`src/common/abmi_params.svh`:
```
// Constants of the asynchronous bus micro-interface: fields, codes, timing
`ifndef ABMI_PARAMS_SVH
`define ABMI_PARAMS_SVH

// Microword, address and data widths; FIFO depth
`define ABMI_WORD_W        32
`define ABMI_ADDR_W        6
`define ABMI_DATA_W        16
`define ABMI_FIFO_DEPTH    32

// Sequencer opcodes
`define ABMI_OP_RET        5'h02
`define ABMI_OP_LDPL       5'h04
`define ABMI_OP_DEC        5'h09
`define ABMI_OP_CONT       5'h0d
`define ABMI_OP_CMP        5'h10
`define ABMI_OP_GOTO       5'h19
`define ABMI_OP_WAIT       5'h1a
`define ABMI_OP_CALL       5'h1c

// Test select codes
`define ABMI_T_MSYN        3'h0
`define ABMI_T_SSYN        3'h1
`define ABMI_T_BBSY        3'h2
`define ABMI_T_BG          3'h3
`define ABMI_T_NPG         3'h4
`define ABMI_T_AUX         3'h5
`define ABMI_T_PASS        3'h6
`define ABMI_T_EQ          3'h7

// Auxiliary select codes
`define ABMI_A_SLVREQ      3'h0
`define ABMI_A_DMAREQ      3'h1
`define ABMI_A_INTREQ      3'h2
`define ABMI_A_WRITE       3'h3
`define ABMI_A_C1          3'h4

// Command bit positions
`define ABMI_C_ADDR        11
`define ABMI_C_DATA        10
`define ABMI_C_CAP         9
`define ABMI_C_DONE        8
`define ABMI_C_C1          7
`define ABMI_C_INTR        6
`define ABMI_C_BR          5
`define ABMI_C_NPR         4
`define ABMI_C_SACK        3
`define ABMI_C_BBSY        2
`define ABMI_C_SSYN        1
`define ABMI_C_MSYN        0

// Addresses and loads
`define ABMI_RESET_ADDR    6'h3f
`define ABMI_TIMEOUT_LOAD  6'h31
`define ABMI_MASK_NPG_BB_SS 6'h16
`define ABMI_MASK_BG_BB_SS 6'h0e

// Timing
`define ABMI_CLK_PERIOD_PS 40000
`define ABMI_MIN_PERIOD_PS 64500
`define ABMI_TIMEOUT_NS    15000

`endif

```
`src/common/abmi_pkg.sv`:
```
// Types of the asynchronous bus micro-interface
package abmi_pkg;

	typedef struct packed {
		logic        oe;
		logic [4:0]  opcode;
		logic        pol;
		logic [2:0]  test;
		logic [5:0]  data;
		logic        err;
		logic [2:0]  aux;
		logic [11:0] cmd;
	} abmi_word_s;

	typedef logic [5:0] abmi_addr_t;

	typedef enum logic {
		ABMI_BOOT,
		ABMI_RUN
	} abmi_state_e;

endpackage : abmi_pkg

```
`src/common/abmi_stream_if.sv`:
```
// Valid/ready word stream between the block's own modules
`timescale 1ns/1ps
interface abmi_stream_if #(
	parameter int W = 16
);
	logic [W-1:0] data;
	logic         valid;
	logic         ready;

	modport src (output data, output valid, input ready);
	modport snk (input data, input valid, output ready);
endinterface : abmi_stream_if

```
`src/rtl/abmi_fifo.sv`:
```
// Synchronous FIFO between bus data capture and the peripheral
`timescale 1ns/1ps
module abmi_fifo #(
	parameter int W     = 16,
	parameter int DEPTH = 32
) (
	// Clock and reset
	input  wire logic clk_in,
	input  wire logic rst_b_in,
	// Streams
	abmi_stream_if.snk wr,
	abmi_stream_if.src rd
);
	localparam int AW = $clog2(DEPTH);

	logic [W-1:0] mem [DEPTH];
	logic [AW:0]  wp_q;
	logic [AW:0]  rp_q;
	logic         full;
	logic         empty;
	logic         push;
	logic         pop;

	assign full     = (wp_q[AW] != rp_q[AW]) && (wp_q[AW-1:0] == rp_q[AW-1:0]);
	assign empty    = (wp_q == rp_q);
	assign wr.ready = !full;
	assign rd.valid = !empty;
	assign rd.data  = mem[rp_q[AW-1:0]];
	assign push     = wr.valid && !full;
	assign pop      = rd.ready && !empty;

	always_ff @(posedge clk_in) begin
		if (push) begin
			mem[wp_q[AW-1:0]] <= wr.data;
		end
	end

	always_ff @(posedge clk_in or negedge rst_b_in) begin
		if (!rst_b_in) begin
			wp_q <= '0;
			rp_q <= '0;
		end else begin
			if (push) begin
				wp_q <= wp_q + 1'b1;
			end
			if (pop) begin
				rp_q <= rp_q + 1'b1;
			end
		end
	end
endmodule : abmi_fifo

```
`src/rtl/abmi_urom.sv`:
```
// Microprogram store of the bus controller
`timescale 1ns/1ps
`include "abmi_params.svh"
module abmi_urom (
	// Address and word
	input  wire logic              [5:0] addr_in,
	output abmi_pkg::abmi_word_s         word_out
);
	function automatic abmi_pkg::abmi_word_s mw(
		input logic [4:0]  op,
		input logic        pol,
		input logic [2:0]  tst,
		input logic [5:0]  dat,
		input logic        err,
		input logic [2:0]  aux,
		input logic [11:0] cmd
	);
		mw = {1'b1, op, pol, tst, dat, err, aux, cmd};
	endfunction : mw

	localparam logic [11:0] BR   = 12'h020;
	localparam logic [11:0] SACK = 12'h008;
	localparam logic [11:0] BBSY = 12'h004;
	localparam logic [11:0] SSYN = 12'h002;
	localparam logic [11:0] MSYN = 12'h001;
	localparam logic [11:0] ADDR = 12'h800;
	localparam logic [11:0] DOUT = 12'h400;
	localparam logic [11:0] DIN  = 12'h200;
	localparam logic [11:0] DONE = 12'h100;
	localparam logic [11:0] INTR = 12'h040;
	localparam logic [11:0] NPR  = 12'h010;
	localparam logic [11:0] OFF  = 12'h000;

	always_comb begin
		case (addr_in)
			// Poll for slave access, DMA and interrupt requests
			6'h00: word_out = mw(`ABMI_OP_CALL, 1'b0, `ABMI_T_AUX, 6'h08, 1'b0, `ABMI_A_SLVREQ, OFF);
			6'h01: word_out = mw(`ABMI_OP_GOTO, 1'b0, `ABMI_T_AUX, 6'h10, 1'b0, `ABMI_A_DMAREQ, OFF);
			6'h02: word_out = mw(`ABMI_OP_GOTO, 1'b1, `ABMI_T_AUX, 6'h00, 1'b0, `ABMI_A_INTREQ, OFF);
			// Interrupt request, grant and vector
			6'h03: word_out = mw(`ABMI_OP_WAIT, 1'b0, `ABMI_T_BG, 6'h00, 1'b0, 3'h0, BR);
			6'h04: word_out = mw(`ABMI_OP_CMP, 1'b0, `ABMI_T_PASS, `ABMI_MASK_BG_BB_SS, 1'b0, 3'h0, SACK);
			6'h05: word_out = mw(`ABMI_OP_GOTO, 1'b1, `ABMI_T_EQ, 6'h04, 1'b0, 3'h0, SACK);
			6'h06: word_out = mw(`ABMI_OP_WAIT, 1'b0, `ABMI_T_SSYN, 6'h00, 1'b0, 3'h0, BBSY|INTR|DOUT);
			6'h07: word_out = mw(`ABMI_OP_GOTO, 1'b0, `ABMI_T_PASS, 6'h00, 1'b0, 3'h0, DONE);
			// Slave access: c1 high is a write into the device
			6'h08: word_out = mw(`ABMI_OP_GOTO, 1'b0, `ABMI_T_AUX, 6'h0b, 1'b0, `ABMI_A_C1, OFF);
			6'h09: word_out = mw(`ABMI_OP_WAIT, 1'b1, `ABMI_T_MSYN, 6'h00, 1'b0, 3'h0, SSYN|DOUT);
			6'h0a: word_out = mw(`ABMI_OP_RET, 1'b0, `ABMI_T_PASS, 6'h00, 1'b0, 3'h0, OFF);
			6'h0b: word_out = mw(`ABMI_OP_CONT, 1'b0, `ABMI_T_PASS, 6'h00, 1'b0, 3'h0, DIN);
			6'h0c: word_out = mw(`ABMI_OP_WAIT, 1'b1, `ABMI_T_MSYN, 6'h00, 1'b0, 3'h0, SSYN);
			6'h0d: word_out = mw(`ABMI_OP_RET, 1'b0, `ABMI_T_PASS, 6'h00, 1'b0, 3'h0, OFF);
			// DMA request and bus acquisition
			6'h10: word_out = mw(`ABMI_OP_WAIT, 1'b1, `ABMI_T_NPG, 6'h00, 1'b0, 3'h0, OFF);
			6'h11: word_out = mw(`ABMI_OP_WAIT, 1'b0, `ABMI_T_NPG, 6'h00, 1'b0, 3'h0, NPR);
			6'h12: word_out = mw(`ABMI_OP_CMP, 1'b0, `ABMI_T_PASS, `ABMI_MASK_NPG_BB_SS, 1'b0, 3'h0, SACK);
			6'h13: word_out = mw(`ABMI_OP_GOTO, 1'b1, `ABMI_T_EQ, 6'h12, 1'b0, 3'h0, SACK);
			6'h14: word_out = mw(`ABMI_OP_GOTO, 1'b0, `ABMI_T_AUX, 6'h1c, 1'b0, `ABMI_A_WRITE, BBSY);
			// Master read with slave timeout
			6'h15: word_out = mw(`ABMI_OP_LDPL, 1'b0, `ABMI_T_PASS, `ABMI_TIMEOUT_LOAD, 1'b0, 3'h0, BBSY|ADDR);
			6'h16: word_out = mw(`ABMI_OP_GOTO, 1'b0, `ABMI_T_SSYN, 6'h19, 1'b0, 3'h0, BBSY|ADDR|MSYN);
			6'h17: word_out = mw(`ABMI_OP_DEC, 1'b0, `ABMI_T_PASS, 6'h16, 1'b0, 3'h0, BBSY|ADDR|MSYN);
			6'h18: word_out = mw(`ABMI_OP_GOTO, 1'b0, `ABMI_T_PASS, 6'h00, 1'b1, 3'h0, OFF);
			6'h19: word_out = mw(`ABMI_OP_CONT, 1'b0, `ABMI_T_PASS, 6'h00, 1'b0, 3'h0, BBSY|ADDR|MSYN|DIN);
			6'h1a: word_out = mw(`ABMI_OP_GOTO, 1'b0, `ABMI_T_PASS, 6'h00, 1'b0, 3'h0, DONE);
			// Master write with slave timeout
			6'h1c: word_out = mw(`ABMI_OP_LDPL, 1'b0, `ABMI_T_PASS, `ABMI_TIMEOUT_LOAD, 1'b0, 3'h0, BBSY|ADDR|DOUT);
			6'h1d: word_out = mw(`ABMI_OP_GOTO, 1'b0, `ABMI_T_SSYN, 6'h20, 1'b0, 3'h0, BBSY|ADDR|DOUT|MSYN);
			6'h1e: word_out = mw(`ABMI_OP_DEC, 1'b0, `ABMI_T_PASS, 6'h1d, 1'b0, 3'h0, BBSY|ADDR|DOUT|MSYN);
			6'h1f: word_out = mw(`ABMI_OP_GOTO, 1'b0, `ABMI_T_PASS, 6'h00, 1'b1, 3'h0, OFF);
			6'h20: word_out = mw(`ABMI_OP_GOTO, 1'b0, `ABMI_T_PASS, 6'h00, 1'b0, 3'h0, DONE);
			// Reset entry
			`ABMI_RESET_ADDR: word_out = mw(`ABMI_OP_GOTO, 1'b0, `ABMI_T_PASS, 6'h00, 1'b0, 3'h0, OFF);
			default: word_out = mw(`ABMI_OP_GOTO, 1'b0, `ABMI_T_PASS, 6'h00, 1'b0, 3'h0, OFF);
		endcase
	end
endmodule : abmi_urom

```
`src/rtl/abmi_ctrl.sv`:
```
// Microprogrammed controller bridging a peripheral to an asynchronous backplane bus
//
// What this block does
// RQ1: Each microword is 32 bits; upper half and aux bits 14 to 12 sequence, rest of lower half drives outputs.
// RQ2: Bit 31 enables output bits 15 to 8 synchronously.
// RQ3: Bits 30 to 26 hold the opcode chosen for this cycle.
// RQ4: Opcode 19 jumps, 1C calls to the data field address, 1A waits.
// RQ5: Bit 25 inverts the selected test when set.
// RQ6: Bits 24 to 22 pick msyn, ssyn, bbsy, bg, npg, aux, pass or equal.
// RQ7: Bits 21 to 16 give branch address, test mask or counter load.
// RQ8: Bit 15 flags a bus handshake timeout to the peripheral.
// RQ9: Bits 14 to 12 steer the aux mux, used only with test 5.
// RQ10: Aux codes: slave access, DMA, interrupt, write direction, c1; rest spare.
// RQ11: Bits 11 to 0 are twelve commands, address drive down to msyn.
// RQ12: Drive commands enable bus buffers; capture strobes bus data inward.
// RQ13: Completion tells the peripheral its interrupt or DMA cycle ended.
// RQ14: All ten test inputs are registered before any use.
// RQ15: Clock period at least 64.5 ns; the bench clocks at 40 ns.
// RQ16: One master and one slave per transfer; arbitrator grants mastership.
// RQ17: Transfer types word write, byte write, read, read-no-restore, by c0/c1; the block has no c0 and never sets its c1 command.
// RQ18: Interrupts use request levels 4 to 7, each with request and grant.
// RQ19: Grants are daisy chained by the bus, position sets priority.
// RQ20: Supports slave access, interrupts, DMA and master reads and writes.
// RQ21: Start at 63 after reset, jump to 0 and poll for requests.
// RQ22: Slave read holds ssyn and data until msyn drops, then returns quiet.
// RQ23: DMA: npg low, npr, npg, sack, all of npg bbsy ssyn low, bbsy.
// RQ24: Master loads counter with 31 hex; no ssyn before expiry takes error exit.
// RQ25: Fetched microword sits in a pipeline register updated every clock unless a full FIFO stalls capture.
`timescale 1ns/1ps
`include "abmi_params.svh"
module abmi_ctrl (
	// Clock and reset
	input  wire logic        clk_in,
	input  wire logic        rst_b_in,
	// Bus test inputs
	input  wire logic        msyn_in,
	input  wire logic        ssyn_in,
	input  wire logic        bbsy_in,
	input  wire logic        bg_in,
	input  wire logic        npg_in,
	input  wire logic        c1_in,
	// Peripheral request inputs
	input  wire logic        slave_req_in,
	input  wire logic        dma_req_in,
	input  wire logic        int_req_in,
	input  wire logic        dev_write_in,
	// Bus data and captured word stream to the peripheral
	input  wire logic [15:0] bus_data_in,
	output logic      [15:0] per_data_out,
	output logic             per_valid_out,
	input  wire logic        per_ready_in,
	// Peripheral command outputs
	output logic             timeout_err_out,
	output logic             addr_drive_en_out,
	output logic             data_drive_en_out,
	output logic             data_capture_strobe_out,
	output logic             complete_out,
	// Bus command outputs
	output logic             c1_out,
	output logic             intr_out,
	output logic             br_out,
	output logic             npr_out,
	output logic             sack_out,
	output logic             bbsy_out,
	output logic             ssyn_out,
	output logic             msyn_out,
	// Sequencer address, for observation
	output logic       [5:0] upc_out
);
	abmi_pkg::abmi_word_s  pw_q;
	abmi_pkg::abmi_word_s  pw_d;
	abmi_pkg::abmi_word_s  rom_word;
	abmi_pkg::abmi_state_e st_q;
	abmi_pkg::abmi_addr_t  pc_q;
	abmi_pkg::abmi_addr_t  pc_d;
	abmi_pkg::abmi_addr_t  ret_q;
	logic            [5:0] cnt_q;
	logic                  eq_q;
	logic            [9:0] tst_q;
	logic                  aux_sel;
	logic                  cond;
	logic                  stall;
	logic                  take;

	abmi_stream_if #(.W(`ABMI_DATA_W)) cap_s ();
	abmi_stream_if #(.W(`ABMI_DATA_W)) per_s ();

	function automatic abmi_pkg::abmi_addr_t inc(input abmi_pkg::abmi_addr_t a);
		inc = 6'(a + 6'h01);
	endfunction : inc

	// Test inputs: bit 0..4 direct, 5..9 through the aux mux
	always_ff @(posedge clk_in or negedge rst_b_in) begin
		if (!rst_b_in) begin
			tst_q <= 10'h000;
		end else begin
			tst_q <= {c1_in, dev_write_in, int_req_in, dma_req_in, slave_req_in,
				npg_in, bg_in, bbsy_in, ssyn_in, msyn_in}; // see RQ14 RQ15
		end
	end

	// Aux mux; spare codes read low
	always_comb begin
		case (pw_q.aux)
			`ABMI_A_SLVREQ: aux_sel = tst_q[5]; // see RQ10
			`ABMI_A_DMAREQ: aux_sel = tst_q[6];
			`ABMI_A_INTREQ: aux_sel = tst_q[7];
			`ABMI_A_WRITE:  aux_sel = tst_q[8];
			`ABMI_A_C1:     aux_sel = tst_q[9]; // see RQ17
			default:        aux_sel = 1'b0;
		endcase
	end

	// Condition select and polarity
	always_comb begin
		case (pw_q.test)
			`ABMI_T_MSYN: cond = tst_q[0]; // see RQ6
			`ABMI_T_SSYN: cond = tst_q[1];
			`ABMI_T_BBSY: cond = tst_q[2];
			`ABMI_T_BG:   cond = tst_q[3];
			`ABMI_T_NPG:  cond = tst_q[4];
			`ABMI_T_AUX:  cond = aux_sel; // see RQ9
			`ABMI_T_PASS: cond = 1'b1;
			default:      cond = eq_q;
		endcase
		take = cond ^ pw_q.pol; // see RQ5
	end

	// Capture into the FIFO; a full FIFO freezes the sequencer so no word is lost
	assign cap_s.data  = bus_data_in;
	assign cap_s.valid = pw_q.oe && pw_q.cmd[`ABMI_C_CAP]; // see RQ12
	assign stall       = cap_s.valid && !cap_s.ready;

	abmi_fifo #(.W(`ABMI_DATA_W), .DEPTH(`ABMI_FIFO_DEPTH)) u_fifo (
		.clk_in   (clk_in),
		.rst_b_in (rst_b_in),
		.wr       (cap_s.snk),
		.rd       (per_s.src)
	);

	assign per_data_out  = per_s.data;
	assign per_valid_out = per_s.valid;
	assign per_s.ready   = per_ready_in;

	// Next address generation
	always_comb begin
		pc_d = inc(pc_q);
		if (st_q == abmi_pkg::ABMI_BOOT) begin
			pc_d = `ABMI_RESET_ADDR; // see RQ21
		end else if (stall) begin
			pc_d = pc_q;
		end else begin
			case (pw_q.opcode) // see RQ3
				`ABMI_OP_GOTO: begin
					if (take) begin
						pc_d = pw_q.data; // see RQ4
					end
				end
				`ABMI_OP_CALL: begin
					if (take) begin
						pc_d = pw_q.data; // see RQ4
					end
				end
				`ABMI_OP_WAIT: begin
					if (!take) begin
						pc_d = pc_q; // see RQ4
					end
				end
				`ABMI_OP_RET: begin
					if (take) begin
						pc_d = ret_q;
					end
				end
				`ABMI_OP_DEC: begin
					if (cnt_q != 6'h00) begin
						pc_d = pw_q.data; // see RQ24
					end
				end
				default: pc_d = inc(pc_q);
			endcase
		end
	end

	abmi_urom u_urom (
		.addr_in  (pc_d),
		.word_out (rom_word)
	);

	assign pw_d = stall ? pw_q : rom_word;

	// Boot state: first fetch is the reset entry word
	always_ff @(posedge clk_in or negedge rst_b_in) begin
		if (!rst_b_in) begin
			st_q <= abmi_pkg::ABMI_BOOT;
		end else begin
			st_q <= abmi_pkg::ABMI_RUN;
		end
	end

	// Pipeline register and address, loaded every edge
	always_ff @(posedge clk_in or negedge rst_b_in) begin
		if (!rst_b_in) begin
			pw_q <= '0;
			pc_q <= `ABMI_RESET_ADDR;
		end else begin
			pw_q <= pw_d; // see RQ25 RQ1
			pc_q <= pc_d;
		end
	end

	// Single-level return address
	always_ff @(posedge clk_in or negedge rst_b_in) begin
		if (!rst_b_in) begin
			ret_q <= 6'h00;
		end else if (st_q == abmi_pkg::ABMI_RUN && !stall &&
				pw_q.opcode == `ABMI_OP_CALL && take) begin
			ret_q <= inc(pc_q);
		end
	end

	// Loop counter: load, then count down for the slave timeout
	always_ff @(posedge clk_in or negedge rst_b_in) begin
		if (!rst_b_in) begin
			cnt_q <= 6'h00;
		end else if (st_q == abmi_pkg::ABMI_RUN && !stall) begin
			if (pw_q.opcode == `ABMI_OP_LDPL) begin
				cnt_q <= pw_q.data; // see RQ7
			end else if (pw_q.opcode == `ABMI_OP_DEC && cnt_q != 6'h00) begin
				cnt_q <= 6'(cnt_q - 6'h01); // see RQ24
			end
		end
	end

	// Equal flag: masked test inputs compared with zero
	always_ff @(posedge clk_in or negedge rst_b_in) begin
		if (!rst_b_in) begin
			eq_q <= 1'b0;
		end else if (st_q == abmi_pkg::ABMI_RUN && !stall &&
				pw_q.opcode == `ABMI_OP_CMP) begin
			eq_q <= ((tst_q[4:0] & pw_q.data[4:0]) == 5'h00); // see RQ23
		end
	end

	// Outputs straight from the pipeline; bits 15..8 only under the enable
	assign timeout_err_out         = pw_q.oe && pw_q.err; // see RQ8
	assign addr_drive_en_out       = pw_q.oe && pw_q.cmd[`ABMI_C_ADDR]; // see RQ2
	assign data_drive_en_out       = pw_q.oe && pw_q.cmd[`ABMI_C_DATA]; // see RQ12
	assign data_capture_strobe_out = cap_s.valid;
	assign complete_out            = pw_q.oe && pw_q.cmd[`ABMI_C_DONE]; // see RQ13
	assign c1_out                  = pw_q.cmd[`ABMI_C_C1]; // see RQ11
	assign intr_out                = pw_q.cmd[`ABMI_C_INTR];
	assign br_out                  = pw_q.cmd[`ABMI_C_BR]; // see RQ18
	assign npr_out                 = pw_q.cmd[`ABMI_C_NPR];
	assign sack_out                = pw_q.cmd[`ABMI_C_SACK];
	assign bbsy_out                = pw_q.cmd[`ABMI_C_BBSY]; // see RQ16
	assign ssyn_out                = pw_q.cmd[`ABMI_C_SSYN]; // see RQ22
	assign msyn_out                = pw_q.cmd[`ABMI_C_MSYN]; // see RQ20
	assign upc_out                 = pc_q;
endmodule : abmi_ctrl

```
`config.mk`:
```
export PLATFORM = sky130hd
export DESIGN_NAME = abmi_ctrl
export DESIGN_NICKNAME = d
export VERILOG_FILES = /design/src/common/abmi_pkg.sv /design/src/common/abmi_stream_if.sv /design/src/rtl/abmi_fifo.sv /design/src/rtl/abmi_urom.sv /design/src/rtl/abmi_ctrl.sv
export VERILOG_INCLUDE_DIRS = /design/src /design/src/common
export SDC_FILE = /design/constraint.sdc
export NUM_CORES = 1
export LEC_CHECK = 0
export BUFFER_PORTS_ARGS = -buffer_cell sky130_fd_sc_hd__buf_2
export CAP_MARGIN = 20
export CORE_UTILIZATION = 34
export CTS_CLUSTER_DIAMETER = 40
export DETAILED_ROUTE_END_ITERATION = 10
export SYNTH_ARGS = -nofsm -noshare
export SYNTH_HDL_FRONTEND = slang
export SYNTH_SLANG_ARGS = --single-unit
```
`constraint.sdc`:
```
create_clock -name clk_in -period 7 [get_ports clk_in]
set_input_delay 1.4 -clock clk_in [delete_from_list [all_inputs] [get_ports clk_in]]
set_output_delay 1.4 -clock clk_in [all_outputs]
set_load 0.01 [all_outputs]
```
* Word-level counts from Yosys, hierarchy flattened *
Memory sizes are Yosys's and may differ from the RTL's. A register that Yosys moved wholly into a read port is not among the register bits.
Cells that the tools add are included.

storage, ports and cells
  flip-flop bits (word level) = 55
  bits in latches = 0
  RAM bits = 512
  bits in read-only memories = 1920
  output and inout port bits = 36
  logic and storage cells = 77
  memories = 2

operators by class
  $add $sub $neg = 4
  $mul = 0
  divide/modulo/power cells = 0
  order comparisons = 0
  equal/unequal tests = 20
  shifts and indexed selects = 0
  muxes and demuxes = 13
  bitwise operators = 2
  reduce and logical (&&, ||, !) cells = 26

memory list
  name             words  width  read ports  clocked after memory_dff  write ports  RTL line         source
  (no name shown)  64     30     1           1                         0            abmi_urom.sv:35  case (addr_in)
  u_fifo.mem       32     16     1           0                         1            abmi_fifo.sv:16  logic [W-1:0] mem [DEPTH];

operators with widths
  kind                 count
  $mux 6               8
  $pmux 6 s4           1
  $eq 5x5->1 const B   4
  $add 6x1->6 const B  3
  $logic_and 1x1->1    14
  $eq 3x2->1 const B   4
  $eq 3x3->1 const B   4
  $pmux 1 s7           1
  $eq 3x1->1 const B   2
  $eq 6x6->1           1
  $logic_not 3->1      2
  $reduce_bool 6->1    1
  $sub 6x1->6 const B  1
  $and 5x5->5          1
  $eq 5x2->1 const B   1
  $eq 5x3->1 const B   1
  $eq 5x4->1 const B   1
  $eq 5x5->1           1
  $logic_not 1->1      5
  $logic_not 5->1      1
  $pmux 1 s5           1
  $mux 1               2
  $reduce_and 2->1     1
  $reduce_bool 2->1    1
  other kinds (3)      3

* Depth between registers and ports, before layout *
Gate-level depths: netlist (run 1).

  depth after elaboration = 8
  mapped depth = 17
  gate-level depth less buffers = 15

* By module *
Synthesis (run 1) repeated with hierarchy kept, for this count alone.

second synthesis, totals
  cell total of the unflattened synthesis = 1731
  area total of the unflattened synthesis = 24921.4 um^2

by module, submodules not included
  module     instances  cells an instance  area an instance (um^2)  sequential area each (um^2)
  abmi_fifo  1          1206               20714.9                  15675.0
  abmi_ctrl  1          358                3189.3                   1559.0
  abmi_urom  1          167                1017.2                   0.0

* Least setup slack after synthesis (run 1) *
OpenSTA, ideal clock, no wires.

  path kind = flip-flop to output port
  start = reg u_fifo.rp_q[0]
  end = out per_data_out[0]
  arrival time = 2630 ps
  slack = 2970 ps
  stages on the path, launching flop included = 7
  path buffers = 3
  cells stage by stage = dfrtp_1 -> clkbuf_1 -> clkbuf_1 -> buf_1 -> mux4_2 -> mux4_2 -> mux2_2

between the ends
  cells in the longest elaborated chain, start to end = 1

RTL lines
  item                    RTL line         source
  start, declared         abmi_fifo.sv:18  logic [AW:0] rp_q;
  start signal, assigned  abmi_fifo.sv:47  rp_q <= rp_q + 1'b1;
  $mem_v2 32x16           n/a
  end, declared           abmi_ctrl.sv:49  output logic [15:0] per_data_out,

No other way between the ends.

* Final worst setup path (run 1) *
  start = reg u_fifo.rp_q[1]
  end = out per_data_out[13]

The elaborated chain is that of the path after synthesis.

==> impl_metrics.csv, run 1 <==
group,metric,value,unit
critical_path,worst_path_buffer_plus_inverter_count,2,
global_routing,global_route_wire_length_before_repair,89.84,mm
floorplanning,die_height,269.8,um
placed_design,gpl.final_weighted_congestion,0.8713,
floorplanning,die_width,269.8,um
route,vias_per_cell,5.365,
route,ant_nets,0,
hold_path,hold_class,"reg -> reg",
floorplanning,rows,97,
sta,fin_worst_skew,44.63,ps
cells_and_area,drive_gt1_share,31.67,%
route,via_count,13100,
global_routing,gr-total-overflow,0,
logic_synthesis,syn-mean-instance-area,18.34,um2
logic_synthesis,synth_top_family_by_area,"multiplexers",
cells_and_area,finalInstanceArea,28590,um2
global_routing,grtUsageMet3,4.783,%
logic_synthesis,synthMuxAreaShare,16.37,%
sta,finalWorstPathRequiredPeriod,5266,ps
flow_run,drv_cap,0,
cells_and_area,fill_cells,6229,
logic_synthesis,synth-warning-count,0,
clock_tree,post_cts_resize_count,0,
logic_synthesis,yosys.area_share.simple,5.100,%
floorplanning,ios,65,
pwr,total_power,12.28,mW
cells_and_area,syn2layout_area_growth,17.26,%
route,drt_iter0_drc,1431,
logic_synthesis,yosys_most_used_dff,"edfxtp_1",
sta,fmax,189.9,MHz
logic_synthesis,synthTopCellsByArea,"edfxtp_1, mux4_2, dfrtp_1, nor2_1, nand2_1",
sta,setup_viol,0,
clock_tree,cts_buffers,77,
cells_and_area,num-nets-final,1477,
logic_synthesis,synth_cell_type_count,85,
critical_path,arrival,3870,ps
logic_synthesis,synth_enable_flop_cells,512,
clock_tree,clkLatencyLatePin,610,ps
floorplanning,floorplan.initialDensity,34.58,%
placed_design,place.port_buffers,63,
global_routing,grt_start_max_net_pins,74,
global_routing,use_met1,22.39,%
clock_tree,root_buffer,"clkbuf_16",
clock_tree,clock-sinks,585,
pwr,ir_worst_vdd,0.2862,mV
sta,post-route-worst-setup-slack,1734,ps
critical_path,worst-path-max-fanout,60,
logic_synthesis,yosys.area.top_type_share,63.05,%
route,drc,0,
clock_tree,cts_hold_fix_bufs,0,
sta,max_slew.worst_pin.slew,993.4,ps
sta,fin_tns_setup,0,ps
global_routing,grt_util_met2,26.54,%
clock_tree,cts.htree.levels,3,
clock_tree,postCtsSetupBuffers,0,
placed_design,dp_slack,2249,ps
sta,rsz0062_at_grt,"no",
pwr,powerDensity,429.5,nW/um2
logic_synthesis,post_synth_inst_count,1330,
critical_path,start_kind,"register",
critical_path,crit_top_cell,"mux4_2",
route,wl_per_cell,24.75,um
route,drt-total-wl,60.41,mm
global_routing,grt_antenna_before_repair,10,
pwr,static-leakage-power,9.496,nW
route,detailedRoute.firstPassIterationCount,6,
global_routing,first_global_vias,13390,
sta,finalHoldViolCount,0,
outcome,run_status,"completed",
placed_design,dp_hpwl,35.14,mm
floorplanning,design.core.area,70510,um2
critical_path,max_stage_delay,1070,ps
logic_synthesis,synth.cell_area,24390,um2
global_routing,grt_busiest_layer,"met2",
logic_synthesis,yosys.area.top_type,"edfxtp_1",
sta,post-route-period-util,75.23,%
sta,timing.max_slew.rel_slack,33.38,%
critical_path,critical_path.slowest_cell,"dfrtp_4",
critical_path,startpoint_to_endpoint_class_of_the_critical_path,"reg -> out",
critical_path,end_kind,"primary output",
logic_synthesis,synth-compound-area-share,4.746,%
critical_path,worstPathCellList,"buf_4, mux4_2, mux4_2, mux2_2, buf_2",
clock_tree,clk_pin_slew_worst_paths,50,ps
logic_synthesis,synth_adder_area_share,0.6157,%
placed_design,placed_cell_area,25950,um2
floorplanning,dieArea,72800,um2
clock_tree,tritoncts_clock_tree,"done",
critical_path,cp.required,5600,ps
critical_path,path_delay_family,"multiplexers",
logic_synthesis,synth_seq_cells,585,
logic_synthesis,asyncSetResetFlopFracSynth,12.48,%
logic_synthesis,synth-seq-area-share,70.57,%
critical_path,timing.reg2reg.setup_slack,2240,ps
global_routing,grt_util_all_layers,16.71,%
logic_synthesis,synth_xor_xnor_area_share,0.8928,%
clock_tree,cts.path.max_buffers,3,
sta,final_max_slew_viol_count,0,
-- report_power, final --
part           leakage (nW)  switching [mW]  internal (mW)  total (mW)
Sequential             5.52           0.321           3.94        4.26
Clock                  1.24            1.58           2.34        3.92
Combinational          2.73            2.29           1.81        4.10
-- routing by layer --
metal	vias to the layer above	share of wire (%)	wire, um
met2	491	48	29150
li1	5619	-	-
met5	-	0.21	124
met4	20	2.3	1400
met1	6844	42	25090
met3	122	7.7	4641
-- state kept, by name (all words and copies together) (netlist names) --
signal,cells
eq_q,1
u_fifo.wp_q,6
tst_q,10
br_out,1
ssyn_out,1
u_fifo.rp_q,6
ret_q,6
pw_q,24
intr_out,1
sack_out,1
u_fifo.mem,512
st_q,1
msyn_out,1
npr_out,1
bbsy_out,1
cnt_q,6
upc_out,6
-- cells by family after synthesis --
group,Yosys count
fa+ha+maj,12
simple gates,252
mux,195
flops,585
compound gates,164
xor+xnor,24
buf+inv,96
other cells,2
-- cells in the final DEF (no fill, tap or decap), types with 15 or more instances in the layout --
cell	count
mux4_2	161
dfrtp_1	63
nand3_1	22
nor2_2	34
buf_2	62
buf_4	41
mux2_2	21
clkbuf_16	78
a21oi_1	24
edfxtp_1	512
inv_1	15
nand2_1	68
nor2_1	52
o21ai_0	45
-- worst reg2reg max path, cell delays in order, from the launching register on --
cell	delay, ps
dfrtp_4	1070
xor2_1	200
nor2_1	90
nand3_1	480
nand2_1	210
a211o_1	270
o31ai_2	830
ha_1	560
o311ai_0	390
nor4_1	330
nor2_1	90
o211a_1	110
-- path summary, 6_finish.rpt --
kind | startpoint | end | cells after the start
worst min-delay path | sack_out$_DFFE_PN0N_ | sack_out$_DFFE_PN0N_ | 1
worst max register to register | u_fifo.rp_q[1]$_DFFE_PN0P_ | pw_q[26]$_DFFE_PN0N_ | 11
max in group asynchronous | rst_b_in | u_fifo.rp_q[1]$_DFFE_PN0P_ | 1
worst min register to register | sack_out$_DFFE_PN0N_ | sack_out$_DFFE_PN0N_ | 1
worst max-delay path | u_fifo.rp_q[1]$_DFFE_PN0P_ | per_data_out[13] | 5
min in group asynchronous | rst_b_in | tst_q[9]$_DFF_PN0_ | 1
-- area by class of cell --
cell class	count	area (um2)	area share [%]
Sequential cell	585	17220	60.22
Multi-Input combinational cell	650	6853	23.97
Clock buffer	90	2007	7.018
Tap cell	940	1176	4.113
Timing Repair Buffer	105	653.1	2.284
Clock inverter	53	620.6	2.170
Inverter	17	63.81	0.2232
Antenna cell	1	2.502	0.008751
-- through the flow --
| stage | cells | hold slack [ps] | util [%] |
|---|---|---|---|
| 3_3_place_gp | 2296 | 467.6 | 36.80 |
| 5_1_grt | 2440 | 504.9 | 40.55 |
| 6_report | 2441 | 475.9 | 40.55 |
| 2_1_floorplan | 1331 | 442.4 | - |
| 4_1_cts | 2439 | 479.3 | 40.53 |
| 3_5_place_dp | 2296 | 466.5 | 36.80 |
-- cell usage after synthesis (7+ instances only) --
| cell type | number |
|---|---|
| buf_2 | 14 |
| clkbuf_1 | 43 |
| nand2_1 | 68 |
| xnor2_1 | 12 |
| mux2i_1 | 13 |
| xor2_1 | 11 |
| nor3_1 | 11 |
| ha_1 | 12 |
| o21ai_0 | 45 |
| inv_1 | 15 |
| nor2_1 | 84 |
| o211ai_1 | 10 |
| nand4_1 | 7 |
| a22oi_1 | 7 |
| a21oi_1 | 24 |
| nand3_1 | 22 |
| dfrtp_1 | 67 |
| a22o_1 | 8 |
| mux2_2 | 21 |
| buf_1 | 16 |
| and2_1 | 9 |
| mux4_2 | 161 |
| edfxtp_1 | 512 |
Note: power is estimated with default switching activity, not from simulation.
==> run 2, diff against run 1 <==
Settings changed: ABC_AREA set to 1.
Clock period 7 ns to 5.1 ns, I/O delays scaled along.
==> impl_metrics.csv, run 2 <==
group,metric,value,unit
logic_synthesis,yosys_most_used_dff,"edfxtp_1",
pwr,clockPowerShare,33.1,%
flow_run,drv_cap,0,
global_routing,grt_util_all_layers,18.32,%
route,drt-total-wl,68.56,mm
floorplanning,design.core.area,71610,um2
floorplanning,ios,65,
cells_and_area,fill_cells,6736,
logic_synthesis,synth_seq_cells,585,
global_routing,global_route_wire_length_before_repair,102.4,mm
route,vias_per_cell,5.387,
floorplanning,dieArea,73510,um2
critical_path,arrival,3610,ps
critical_path,timing.reg2reg.setup_slack,1390,ps
sta,fin_tns_setup,0,ps
placed_design,place.port_buffers,63,
clock_tree,cts.htree.levels,3,
pwr,share_seq_of_total_power,32.8,%
cells_and_area,layout_commonest_cell,"edfxtp_1",
logic_synthesis,synth-seq-area-share,69.88,%
cells_and_area,total_area_of_multi_input_combinational_cells,6519,um2
clock_tree,cts.path.max_buffers,3,
logic_synthesis,synth-warning-count,0,
clock_tree,clk_pin_slew_worst_paths,50,ps
placed_design,dp_hpwl,39.44,mm
logic_synthesis,synth_enable_flop_cells,512,
sta,rsz0062_at_grt,"no",
route,drt_iter0_drc,2030,
global_routing,grt_start_max_net_pins,145,
clock_tree,cts_buffers,82,
cells_and_area,largest_register_ffs,512,
floorplanning,rows,98,
clock_tree,cts_hold_fix_bufs,0,
logic_synthesis,yosys.area.top_type_share,62.43,%
sta,final_max_slew_viol_count,0,
sta,setup_viol,0,
cells_and_area,final_cell_mix,"edfxtp_1, nor2_1, o21ai_0",
clock_tree,tritoncts_clock_tree,"done",
logic_synthesis,syn-mean-instance-area,11.78,um2
sta,finalHoldWorstSlack,319.5,ps
sta,fmax,216.2,MHz
logic_synthesis,synth_top_cells_by_count,"edfxtp_1, nor2_1, o21ai_0",
pwr,p_comb_share,34.1,%
route,drc,0,
sta,fin_worst_skew,62.38,ps
outcome,run_status,"completed",
critical_path,worst-path-max-fanout,83,
route,via_count,17170,
cells_and_area,num-nets-final,2210,
placed_design,placed_cell_area,26030,um2
critical_path,startpoint_to_endpoint_class_of_the_critical_path,"reg -> out",
logic_synthesis,synthTopCellsByArea,"edfxtp_1, dfrtp_1, o21ai_0, nor2_1, nand2_1",
sta,max_slew.worst_pin.slew,904.8,ps
route,ant_nets,0,
global_routing,gr-total-overflow,0,
route,detailedRoute.firstPassIterationCount,6,
pwr,total_power,17.43,mW
clock_tree,postCtsSetupBuffers,0,
sta,timing.max_slew.rel_slack,39.68,%
hold_path,hold_class,"in -> async",
cells_and_area,drive_gt1_share,14.00,%
critical_path,start_kind,"register",
logic_synthesis,most_common_cell_in_the_netlist,"edfxtp_1",
pwr,powerDensity,602.9,nW/um2
route,wl_per_cell,21.51,um
clock_tree,clkLatencyLatePin,640,ps
logic_synthesis,synth.cell_area,24630,um2
pwr,static-leakage-power,10.12,nW
floorplanning,floorplan.initialDensity,34.39,%
clock_tree,post_cts_resize_count,0,
sta,finalWorstPathRequiredPeriod,4626,ps
clock_tree,clock-sinks,585,
sta,post-route-period-util,90.71,%
cells_and_area,syn2layout_area_growth,17.41,%
global_routing,grt_antenna_before_repair,0,
pwr,p_sw,6.797,mW
global_routing,first_global_vias,16620,
pwr,cellInternalPower,10.63,mW
floorplanning,die_height,271.1,um
logic_synthesis,asyncSetResetFlopFracSynth,12.48,%
critical_path,cp.required,4080,ps
cells_and_area,finalInstanceArea,28910,um2
placed_design,gpl.final_weighted_congestion,0.8757,
floorplanning,die_width,271.1,um
pwr,sw_frac_of_total,39.00,%
logic_synthesis,yosys.area.top_type,"edfxtp_1",
logic_synthesis,synth_cell_type_count,55,
logic_synthesis,post_synth_inst_count,2090,
pwr,ir_worst_vdd,0.4613,mV
cells_and_area,area_taken_by_flip_flops_and_latches,17220,um2
critical_path,end_kind,"primary output",
sta,finalHoldViolCount,0,
clock_tree,root_buffer,"clkbuf_16",
==> run 2: changes by cell type in the layout (fill, tap and decap cells not counted), sizes merged, moves of 13 or more <==
| cell | previous run | this run |
|---|---|---|
| o221ai | 1 | 52 |
| nor2 | 87 | 348 |
| o21ai | 49 | 324 |
| mux4 | 161 | 0 |
| nand3 | 22 | 120 |
| mux2 | 21 | 0 |
| nand4 | 7 | 21 |
| inv | 29 | 111 |
| nand2 | 68 | 229 |
| o22ai | 5 | 86 |
| mux2i | 13 | 0 |
==> run 2: layout make-up <==
type                            instances  share of cell area, %
Sequential cell                       585                  59.55
Multi-Input combinational cell       1283                  22.55
Clock buffer                           97                  7.543
Tap cell                              950                  4.111
Timing Repair Buffer                  115                  2.618
Clock inverter                         53                  2.268
Inverter                              102                  1.346
Antenna cell                            2                0.01731
==> run 2: logic make-up (layout without fill, tap and decap cells) <==
logic type | after synthesis | after routing | synth area share (%)
flip-flops | 585 | 585 | 69.88
AO/OA/AOI/OAI | 519 | 519 | 12.38
adder cells (fa/ha/maj) | 12 | 12 | 0.6097
buffers and inverters | 223 | 367 | 3.673
AND/OR/NAND/NOR | 732 | 732 | 12.82
XOR/XNOR | 17 | 17 | 0.6046
other | 2 | 5 | 0.03050
==> run 2: final timing paths <==
path / start / end / cells after the start
max reg2reg: u_fifo.rp_q[4]$_DFFE_PN0P_ / pw_q[18]$_DFFE_PN0N_ / 12
min reg2reg: eq_q$_DFFE_PN0P_ / eq_q$_DFFE_PN0P_ / 2
max: u_fifo.rp_q[0]$_DFFE_PN0P_ / per_data_out[11] / 9
min in group clk_in: eq_q$_DFFE_PN0P_ / eq_q$_DFFE_PN0P_ / 2
max in group asynchronous: rst_b_in / u_fifo.wp_q[5]$_DFFE_PN0P_ / 2
min: rst_b_in / pw_q[18]$_DFFE_PN0N_ / 1
==> run 2: per-stage QoR <==
step	util, %	cells	worst slack (ps)
2_1_floorplan	-	2091	2269
3_3_place_gp	36.35	3033	1160
3_5_place_dp	36.35	3033	1121
4_1_cts	40.31	3183	446.3
5_1_grt	40.37	3185	309.9
6_report	40.38	3187	473.8
==> run 2: power groups by stage <==
stage               registers (mW)  clock network (mW)  logic [mW]
CTS                           5.71                5.86        5.88
finish                        5.72                5.77        5.94
global route                  5.75                6.05        6.48
global placement              5.80                   0        5.81
floorplan                     5.64                   0        4.00
detailed placement            5.81                   0        5.86
==> run 2: critical path, stage by stage (launching register included) <==
cell and delay, ps:
dfrtp_4 710, inv_6 190, buf_4 690, o21ai_0 160, o221ai_1 250, nand3_1 180
nand3_1 220, o21ai_0 220, inv_1 160, buf_2 150
==> run 2: per-layer routing <==
layer / up-vias / GRT usage [%] / share of wire, %
li1: 7768 / - / -
met1: 8505 / 24.49 / 42
met2: 757 / 29.44 / 47
met3: 138 / 3.754 / 7.9
met4: 0 / 6.697 / 3.1
met5: - / 0 / 0
